[config.mk]
export PLATFORM = sky130hd
export DESIGN_NAME = gie_expander
export DESIGN_NICKNAME = d
export VERILOG_FILES = /design/src/gie_group.v /design/src/gie_expander.v
export VERILOG_INCLUDE_DIRS = /design/src
export SDC_FILE = /design/constraint.sdc
export NUM_CORES = 1
export LEC_CHECK = 0
export BUFFER_PORTS_ARGS = -buffer_cell sky130_fd_sc_hd__buf_4
export CORE_MARGIN = 1.5
export CORE_UTILIZATION = 53
export CTS_CLUSTER_DIAMETER = 150
export DETAILED_ROUTE_END_ITERATION = 6
export GPL_ROUTABILITY_DRIVEN = 0
export GPL_TIMING_DRIVEN = 0
export HOLD_SLACK_MARGIN = 0.1
export PLACE_DENSITY = 0.95
export SLEW_MARGIN = 20
export SYNTH_ARGS = -nofsm -noshare
export SYNTH_HDL_FRONTEND = slang
export SYNTH_SLANG_ARGS = --single-unit
[constraint.sdc]
create_clock -name i_sys_clk -period 16.97 [get_ports i_sys_clk]
set_input_delay 0 -clock i_sys_clk [delete_from_list [all_inputs] [get_ports i_sys_clk]]
set_output_delay 0 -clock i_sys_clk [all_outputs]
set_load 0.005 [all_outputs]
[src/gie_regs.vh]
`ifndef GIE_REGS_VH
`define GIE_REGS_VH
`define GIE_NUM_GROUPS      12
`define GIE_GROUP_SIZE      8
`define GIE_NUM_CPU_INTS    16
`define GIE_GROUP_EN_RESET  8'h00
`define GIE_CPU_EN_RESET    16'h0000
`define GIE_ACK_ALL         12'hFFF
`define GIE_CPU_LINE_DLOG   14
`define GIE_CPU_LINE_RTOS   15
`endif

[src/gie_group.v]
`timescale 1ns/1ps
`default_nettype none
`include "gie_regs.vh"
module gie_group #(
    parameter WIDTH = `GIE_GROUP_SIZE
) (
    // Clock and reset
    input  wire             i_sys_clk,
    input  wire             i_reset,
    // Sources and control
    input  wire [WIDTH-1:0] i_src,
    input  wire [WIDTH-1:0] i_enable,
    input  wire             i_take,
    input  wire             i_ack,
    // Status
    output reg  [WIDTH-1:0] o_pending,
    output reg              o_blocked,
    output wire             o_request,
    output reg  [2:0]       o_winner
);
    reg [WIDTH-1:0] winner_onehot;
    reg             found;
    integer         k;

    // Lowest index wins: position 1 is bit 0
    always @* begin
        winner_onehot = {WIDTH{1'b0}};
        o_winner      = 3'h0;
        found         = 1'b0;
        for (k = 0; k < WIDTH; k = k + 1) begin
            if (!found && o_pending[k] && i_enable[k]) begin
                found            = 1'b1;
                winner_onehot[k] = 1'b1;
                o_winner         = k[2:0];
            end
        end
    end

    assign o_request = found && !o_blocked;

    genvar g;
    generate
        for (g = 0; g < WIDTH; g = g + 1) begin : gen_pend
            // A high source level beats the clear in the same cycle
            always @(posedge i_sys_clk or posedge i_reset) begin
                if (i_reset) begin
                    o_pending[g] <= 1'b0;
                end else if (i_src[g]) begin
                    o_pending[g] <= 1'b1;
                end else if (i_take && winner_onehot[g]) begin
                    o_pending[g] <= 1'b0;
                end
            end
        end
    endgenerate

    // Ack reopens the group; a take in the same cycle keeps it blocked
    always @(posedge i_sys_clk or posedge i_reset) begin
        if (i_reset) begin
            o_blocked <= 1'b0;
        end else if (i_take) begin
            o_blocked <= 1'b1;
        end else if (i_ack) begin
            o_blocked <= 1'b0;
        end
    end
endmodule // gie_group
`default_nettype wire

[src/gie_expander.v]
// Operation
// Each CPU line 1-12 fed by eight sources.
// Per-group enable bits gate each source.
// Within group, position one wins.
// Lines 1-14, datalog, realtime-os are maskable.
// Fixed hardware priority arbitrates CPU lines.
// Line one highest, line two next.
// Sixteen-bit CPU enable register masks lines.
// Ack ones re-enable the matching groups.
// Pending latched, cleared on take, group blocked.
`timescale 1ns/1ps
`default_nettype none
`include "gie_regs.vh"
module gie_expander #(
    parameter NGROUPS = `GIE_NUM_GROUPS,
    parameter GSIZE   = `GIE_GROUP_SIZE,
    parameter NCPU    = `GIE_NUM_CPU_INTS
) (
    // Clock and reset
    input  wire                     i_sys_clk,
    input  wire                     i_reset,
    // Peripheral sources, group g at bits [8g+7:8g]
    input  wire [NGROUPS*GSIZE-1:0] i_group_source_line,
    input  wire                     i_peripheral_interrupt_expander_en,
    // Non-expanded CPU lines 13..16 (13,14,datalog,realtime-os)
    input  wire [NCPU-NGROUPS-1:0]  i_direct_int,
    // Configuration
    input  wire [NGROUPS*GSIZE-1:0] i_group_enable_reg,
    input  wire [NCPU-1:0]          i_cpu_int_enable_reg,
    input  wire [NGROUPS-1:0]       i_group_ack_reg,
    input  wire                     i_group_ack_wr,
    // CPU side
    input  wire                     i_cpu_take,
    output reg                      o_cpu_irq,
    output reg  [3:0]               o_cpu_line,
    output reg  [2:0]               o_cpu_source,
    output reg  [NCPU-1:0]          o_cpu_flags,
    // Status
    output reg  [NGROUPS*GSIZE-1:0] o_pending,
    output reg  [NGROUPS-1:0]       o_group_blocked
);
    wire [NGROUPS*GSIZE-1:0] pend_w;
    wire [NGROUPS-1:0]       blocked_w;
    wire [NGROUPS-1:0]       greq;
    wire [NGROUPS*3-1:0]     gwin;
    reg  [NGROUPS-1:0]       gtake;
    reg  [NCPU-1:0]          raw_line;
    reg  [NCPU-1:0]          masked;
    reg                      next_irq;
    reg  [3:0]               next_line;
    reg  [2:0]               next_src;
    reg                      found;
    integer                  j;

    genvar g;
    generate
        for (g = 0; g < NGROUPS; g = g + 1) begin : gen_grp
            gie_group #(.WIDTH(GSIZE)) u_group (
                .i_sys_clk (i_sys_clk),
                .i_reset   (i_reset),
                .i_src     (i_group_source_line[g*GSIZE +: GSIZE] &
                            {GSIZE{i_peripheral_interrupt_expander_en}}),
                .i_enable  (i_group_enable_reg[g*GSIZE +: GSIZE]),
                .i_take    (gtake[g]),
                .i_ack     (i_group_ack_wr & i_group_ack_reg[g]),
                .o_pending (pend_w[g*GSIZE +: GSIZE]),
                .o_blocked (blocked_w[g]),
                .o_request (greq[g]),
                .o_winner  (gwin[g*3 +: 3])
            );
        end
    endgenerate

    // Line one is index zero, so the lowest set bit wins
    always @* begin
        raw_line  = {i_direct_int, greq & {NGROUPS{i_peripheral_interrupt_expander_en}}};
        masked    = raw_line & i_cpu_int_enable_reg;
        next_irq  = 1'b0;
        next_line = 4'h0;
        next_src  = 3'h0;
        found     = 1'b0;
        for (j = 0; j < NCPU; j = j + 1) begin
            if (!found && masked[j]) begin
                found     = 1'b1;
                next_irq  = 1'b1;
                next_line = j[3:0];
                next_src  = (j < NGROUPS) ? gwin[j*3 +: 3] : 3'h0;
            end
        end
        // Take applies to the line presented on the registered outputs
        gtake = {NGROUPS{1'b0}};
        if (i_cpu_take && o_cpu_irq && o_cpu_line < NGROUPS) begin
            gtake[o_cpu_line] = 1'b1;
        end
    end

    // Registered outputs lag by one cycle; the take carries the shown vector
    always @(posedge i_sys_clk or posedge i_reset) begin
        if (i_reset) begin
            o_cpu_irq       <= 1'b0;
            o_cpu_line      <= 4'h0;
            o_cpu_source    <= 3'h0;
            o_cpu_flags     <= `GIE_CPU_EN_RESET;
            o_pending       <= {NGROUPS*GSIZE{1'b0}};
            o_group_blocked <= {NGROUPS{1'b0}};
        end else begin
            o_cpu_irq       <= next_irq & ~i_cpu_take;
            o_cpu_line      <= next_line;
            o_cpu_source    <= next_src;
            o_cpu_flags     <= raw_line;
            o_pending       <= pend_w;
            o_group_blocked <= blocked_w;
        end
    end
endmodule // gie_expander
`default_nettype wire

; ---- Word-level counts from Yosys, hierarchy flattened
; Index checks and enable logic that the tools add are counted.
[word_totals]
out_inout_bits = 132
register_bits = 240
word_cells = 1200
[op_classes]
reduce_logical = 525
n_mux = 530
order_cmp = 3
bitwise = 28
[op_table]
columns = op, count
row1 = $mux 1, 426
row2 = $logic_and 1x1->1, 306
row3 = $reduce_bool 2->1, 108
row4 = $mux 3, 64
row5 = $logic_not 1->1, 111
row6 = $and 8x8->8, 12
row7 = $mux 4, 14
row8 = $mux 2, 24
row9 = $and 16x16->16, 1
row10 = $and 1x1->1, 13
row11 = $and 12x12->12, 1
row12 = $mux 12, 1
row13 = $lt 4x5->1 const B, 1
row14 = $demux 1 s4, 1
row15 = $ge 4x1->1 const B, 1
row16 = $lt 4x4->1 const B, 1
row17 = $not 1->1, 1

; ---- Logic depth before layout (Yosys ltp)
[logic_depth]
word_depth = 80
ltp_mapped = 9
mapped_depth_nobuf = 7

; ---- Cells and area by module
; A second synthesis with hierarchy kept.
[unflattened]
hier_cells = 989
area_unflattened_um2 = 10707.8
[by_module_without_submodules]
columns = module, cells_per_inst, area_each_um2, seq_area_each_um2, instances
row1 = gie_group, 49, 484.2, 225.2, 12
row2 = gie_expander, 401, 4897.2, 3303.2, 1

; ---- Worst setup path after synthesis
; Ideal clock, no wire load.
[synth_path]
kind = reg-to-reg
start = register gen_grp[3].u_group.o_pending[0]
end = register o_cpu_source[2]
required_ns = 16.847
path_buffers = 0
stages_incl_launch_ff = 8
slack_ns = 14.070
synth_period_minus_slack_ns = 2.900
arrival_time_ns = 2.777
cell_sequence = dfrtp_1 a222oi_1 a41oi_2 nor4_4 nand2_2 or3_4 o21a_1 o221a_1
[synth_via]
elab_chain_len = 71
[synth_lines]
columns = element, line_no
row1 = from (decl), gie_group.v:16  ; output reg [WIDTH-1:0] o_pending,
row2 = "from (signal, indexed assignment)", gie_group.v:47  ; o_pending[g] <= 1'b0;
row3 = "from (signal, indexed assignment)", gie_group.v:49  ; o_pending[g] <= 1'b1;
row4 = "from (signal, indexed assignment)", gie_group.v:51  ; o_pending[g] <= 1'b0;
row5 = $logic_and 1x1->1 (*), gie_group.v:31  ; if (!found && o_pending[k] && i_enable[k]) begin
row6 = $mux 1 (*), gie_group.v:31
row7 = $logic_not 1->1, gie_group.v:31
row8 = $logic_and 1x1->1 (2 in a row), gie_group.v:31
row9 = $mux 1 (*), gie_group.v:31
row10 = $logic_not 1->1, gie_group.v:31
row11 = $logic_and 1x1->1 (2 in a row), gie_group.v:31
row12 = $mux 1 (*), gie_group.v:31
row13 = (+54 left out), n/a
row14 = $mux 1, gie_expander.v:83  ; if (!found && masked[j]) begin
row15 = $logic_not 1->1, gie_expander.v:83
row16 = $logic_and 1x1->1, gie_expander.v:83
row17 = $mux 1, gie_expander.v:83
row18 = $logic_not 1->1, gie_expander.v:83
row19 = $logic_and 1x1->1, gie_expander.v:83
row20 = $mux 3 (*), gie_expander.v:83
row21 = via next_src[2], gie_expander.v:51  ; reg [2:0] next_src;
row22 = to (signal assigned), gie_expander.v:109  ; o_cpu_source <= next_src;
row23 = to (decl), gie_expander.v:36  ; output reg [2:0] o_cpu_source,
; Mark *: on every way through the listed nets, which the timed path passes. The rest lies on a longest branch.
; A chain may end at the register's enable or synchronous reset.

; ---- Worst setup path after layout
[layout_path]
start = register gen_grp[4].u_group.o_pending[4]
end = register o_cpu_source[1]
[layout_via]
elab_chain_len = 53
[layout_lines]
columns = element, line_no
row1 = from (decl), gie_group.v:16
row2 = "from (signal, indexed assignment)", gie_group.v:47
row3 = "from (signal, indexed assignment)", gie_group.v:49
row4 = "from (signal, indexed assignment)", gie_group.v:51
row5 = $logic_and 1x1->1 (*) (2 in a row), gie_group.v:31
row6 = $mux 1, gie_group.v:31
row7 = $logic_not 1->1, gie_group.v:31
row8 = $logic_and 1x1->1 (2 in a row), gie_group.v:31
row9 = $mux 1, gie_group.v:31
row10 = $logic_not 1->1, gie_group.v:31
row11 = $logic_and 1x1->1 (2 in a row), gie_group.v:31
row12 = $mux 1, gie_group.v:31
row13 = (+35 left out), n/a
row14 = $mux 1, gie_expander.v:83
row15 = $logic_not 1->1, gie_expander.v:83
row16 = $logic_and 1x1->1, gie_expander.v:83
row17 = $mux 1, gie_expander.v:83
row18 = $logic_not 1->1, gie_expander.v:83
row19 = $logic_and 1x1->1, gie_expander.v:83
row20 = $mux 3 (*), gie_expander.v:83
row21 = via next_src[1], gie_expander.v:51
; Marked as above.

==> flow_summary.ini <==
[yosys]
synth_common_cells = dfrtp_1, nand2_1, a22o_1
synth_xor_area_share_pct = 0
postSynthAreaPerCell_um2 = 11.38
syn_nets = 1093
synth.area.top_cells = dfrtp_1, a22o_1, nand2_1, nand3_1, a22oi_1
syn_inst = 864
seq_area_frac_synth_pct = 61.09
yosys.area_share.adder_pct = 0
synth_ff_type = dfrtp_1
yosysMostFrequentCell = dfrtp_1
synth_top_area_share_pct = 61.09
synth_mux_area_share_pct = 0.1018
ys_ff_latch = 240
synth-simple-area-share_pct = 16.80
syn_area_um2 = 9831
synth-edff-count = 0
ys_warn_count = 0
synth_cell_type_count = 57
synth_area_leader_cell = dfrtp_1
async_flop_share_pct = 100.0
synth_top_family_by_area = compound AO/OA/AOI/OAI gates
synth_compound_area_share_pct = 21.24

[pwr]
pwr_density_cell_nw_per_um2 = 91.20
leakagePower_uw = 0.006925
ir_drop_uv = 72.02

[layout]
stdcell_count = 1750
antenna_cells = 0
synthToLayoutAreaGrowth_pct = 65.20
utilization_pct = 89.80
nFillCells = 626
regArea_um2 = 6006
multi_input_area_um2 = 3751
fin_nets = 1732
final_layout_size_suffix_gt1_share_pct = 27.02
final_cell_area_um2 = 16240

[global_route]
grtUsageMet2_pct = 86.37
top_usage_layer = met2
grt_pass1_vias = 13560
grt_util_met3_pct = 22.58
grt_max_degree = 113
grt_pass1_wl_um = 79930
met1_usage_pct = 55.12
grt-ovfl-total = 0
grt_usage_pct = 54.99
antenna_found_initial = 3

[timing]
setup_slack_ns = 12.45
hold_viol_final = 0
relSlewSlack_pct = 17.86
drv_slew = 0
tns_ns = 0
fmax_ghz = 0.2211
tightest_slew_ns = 1.232
fin_worst_skew_ns = 0.01989
rsz0062_at_grt = no
final-setup-viol-count = 0
period_share_pct = 26.66
final.min_clock_period_ns = 4.524

[clocking]
cts_resized = 0
cts_setup_buffers = 0
numCtsBuffers = 25
clock_latency_ns = 0.55
cts_tree = done
path_clk_slew_ns = 0.07
hold_buffers = 250
clock-sinks = 240
root_buffer = clkbuf_16
htreeDepth = 1
clock_path_buffers = 3

[critical_path]
regToRegStartpoint = gen_grp[4].u_group.o_pending[4]$_DFFE_PP0P_
worstPathCellList = a222oi_1, a41oi_1, a2111oi_1, nand3_1, nor2_1, nand3_1, o2111a_1, dlygate4sd3_1
cpMostUsedCell = nand3_1
cp.required_ns = 17.39
worst-setup-path-type = reg -> reg
endpoint_kind = register
worstPathArrival_ns = 4.95
cpMaxStageDelayCell = a2111oi_1
cpPeakStageDelay_ns = 1.04
crit_start = gen_grp[4].u_group.o_pending[4]$_DFFE_PP0P_
crit_fanout = 6
startpoint_type = register

[die]
start_util_pct = 54.35
coreArea_um2 = 18090
pin_count = 361
fp.dieArea_um2 = 19370
chipHeight_um = 139.2
die_w_um = 139.2
rows = 49

[placed_design]
place_ws_ns = 13.48
place_area_um2 = 12870
hpwl_um = 26610
dp_cells = 1454
portBuffers = 359

[route]
routedWlPerCell_um = 30.34
drt_iter0_markers = 1981
remaining_drc_errors = 94
ant_nets = 0
drt_wl_total_um = 53090
vias_per_cell = 7.154
first_pass_iters = 7
vias = 12520

[outcome]
violations = DRC
status = complete, but fails checks

[worst_hold_path]
worst_hold_path_type = in -> reg
hold_start = i_direct_int[2]

[run]
cap_violations = 0
[placed cells by master, fill, tap and decap left out, types with 5 or more instances in the layout]
cell type | netlist | final
nand2b_1 | 10 | 10
a222oi_1 | 15 | 15
a21oi_1 | 25 | 25
nand4_1 | 22 | 22
clkbuf_1 | 12 | 14
a41oi_1 | 7 | 7
clkbuf_16 | 0 | 25
buf_4 | 0 | 359
dlygate4sd3_1 | 0 | 250
a22o_1 | 93 | 93
a211oi_1 | 12 | 12
and3_1 | 5 | 5
a21o_1 | 13 | 13
nand2_1 | 156 | 156
o21ai_0 | 16 | 16
and2_1 | 14 | 14
nand3_1 | 65 | 65
dfrtp_1 | 240 | 240
nand3b_1 | 11 | 11
nor3b_1 | 6 | 6
a22oi_1 | 28 | 28
nor3_1 | 17 | 17
nor2_1 | 21 | 21
[worst paths after layout]
| check | cells past startpoint | slack (ns) | endpoint |
|---|---|---|---|
| worst max-delay path | 8 | 12.45 | o_cpu_source[1]$_DFF_PP0_ |
| worst min-delay path | 2 | 0.14 | o_cpu_flags[14]$_DFF_PP0_ |
| worst max register to register | 8 | 12.45 | o_cpu_source[1]$_DFF_PP0_ |
| worst min register to register | 0 | 0.42 | o_group_blocked[7]$_DFF_PP0_ |
| max in group asynchronous | 5 | 15.48 | o_pending[57]$_DFF_PP0_ |
| min in group asynchronous | 4 | 0.63 | o_pending[0]$_DFF_PP0_ |
[cells by family (layout without fill, tap and decap cells)]
group | count (synthesis) | count (layout)
buf+inv | 20 | 677
flops | 240 | 240
simple gates | 342 | 342
compound gates | 261 | 261
mux | 1 | 1
[worst max-delay path, delay by kind of cell (launching register included)]
| family | cells | cell delay, ns |
|---|---|---|
| AOI/OAI and AO/OA | 4 | 2.44 |
| buffers and inverters | 1 | 0.55 |
| and+or+nand+nor | 3 | 0.96 |
| DFF | 1 | 0.44 |
[flip-flops by register name (all words and copies together) (netlist names)]
signal,cells
gen_grp.u_group.o_pending,96
o_pending,96
o_cpu_flags,16
gen_grp.u_group.o_blocked,12
o_group_blocked,12
o_cpu_line,4
o_cpu_source,3
o_cpu_irq,1
[final cells by class]
cell class	count	area share [%]
sequential	240	36.98
timing repair buffer	612	32.37
multi-input combinational	604	23.10
clock buffer	31	4.237
tap	229	1.764
clock inverter	14	1.040
buffer	15	0.3467
inverter	5	0.1618
[power breakdown]
part           total, uW  internal [uW]  switching (uW)  leakage (uW)
clock network        611            337             274      0.000419
registers            619            594            24.7       0.00231
logic                251            116             136       0.00420
[metrics by stage]
stage / power (uW) / hold WS, ns
after floorplan: 693.2 / 0.03143
after global placement: 800.9 / 0.1233
after detailed placement: 808.3 / -0.02785
after CTS: 1412 / 0.1009
after global routing: 1499 / 0.1618
final: 1481 / 0.1389
[per-layer routing]
metal / part of all wire, % / wire length (um)
met3: 14 / 7546
met1: 29 / 15360
met4: 12 / 6191
met2: 45 / 23950
met5: 0.081 / 43
Power figures use the tool's default switching activity.
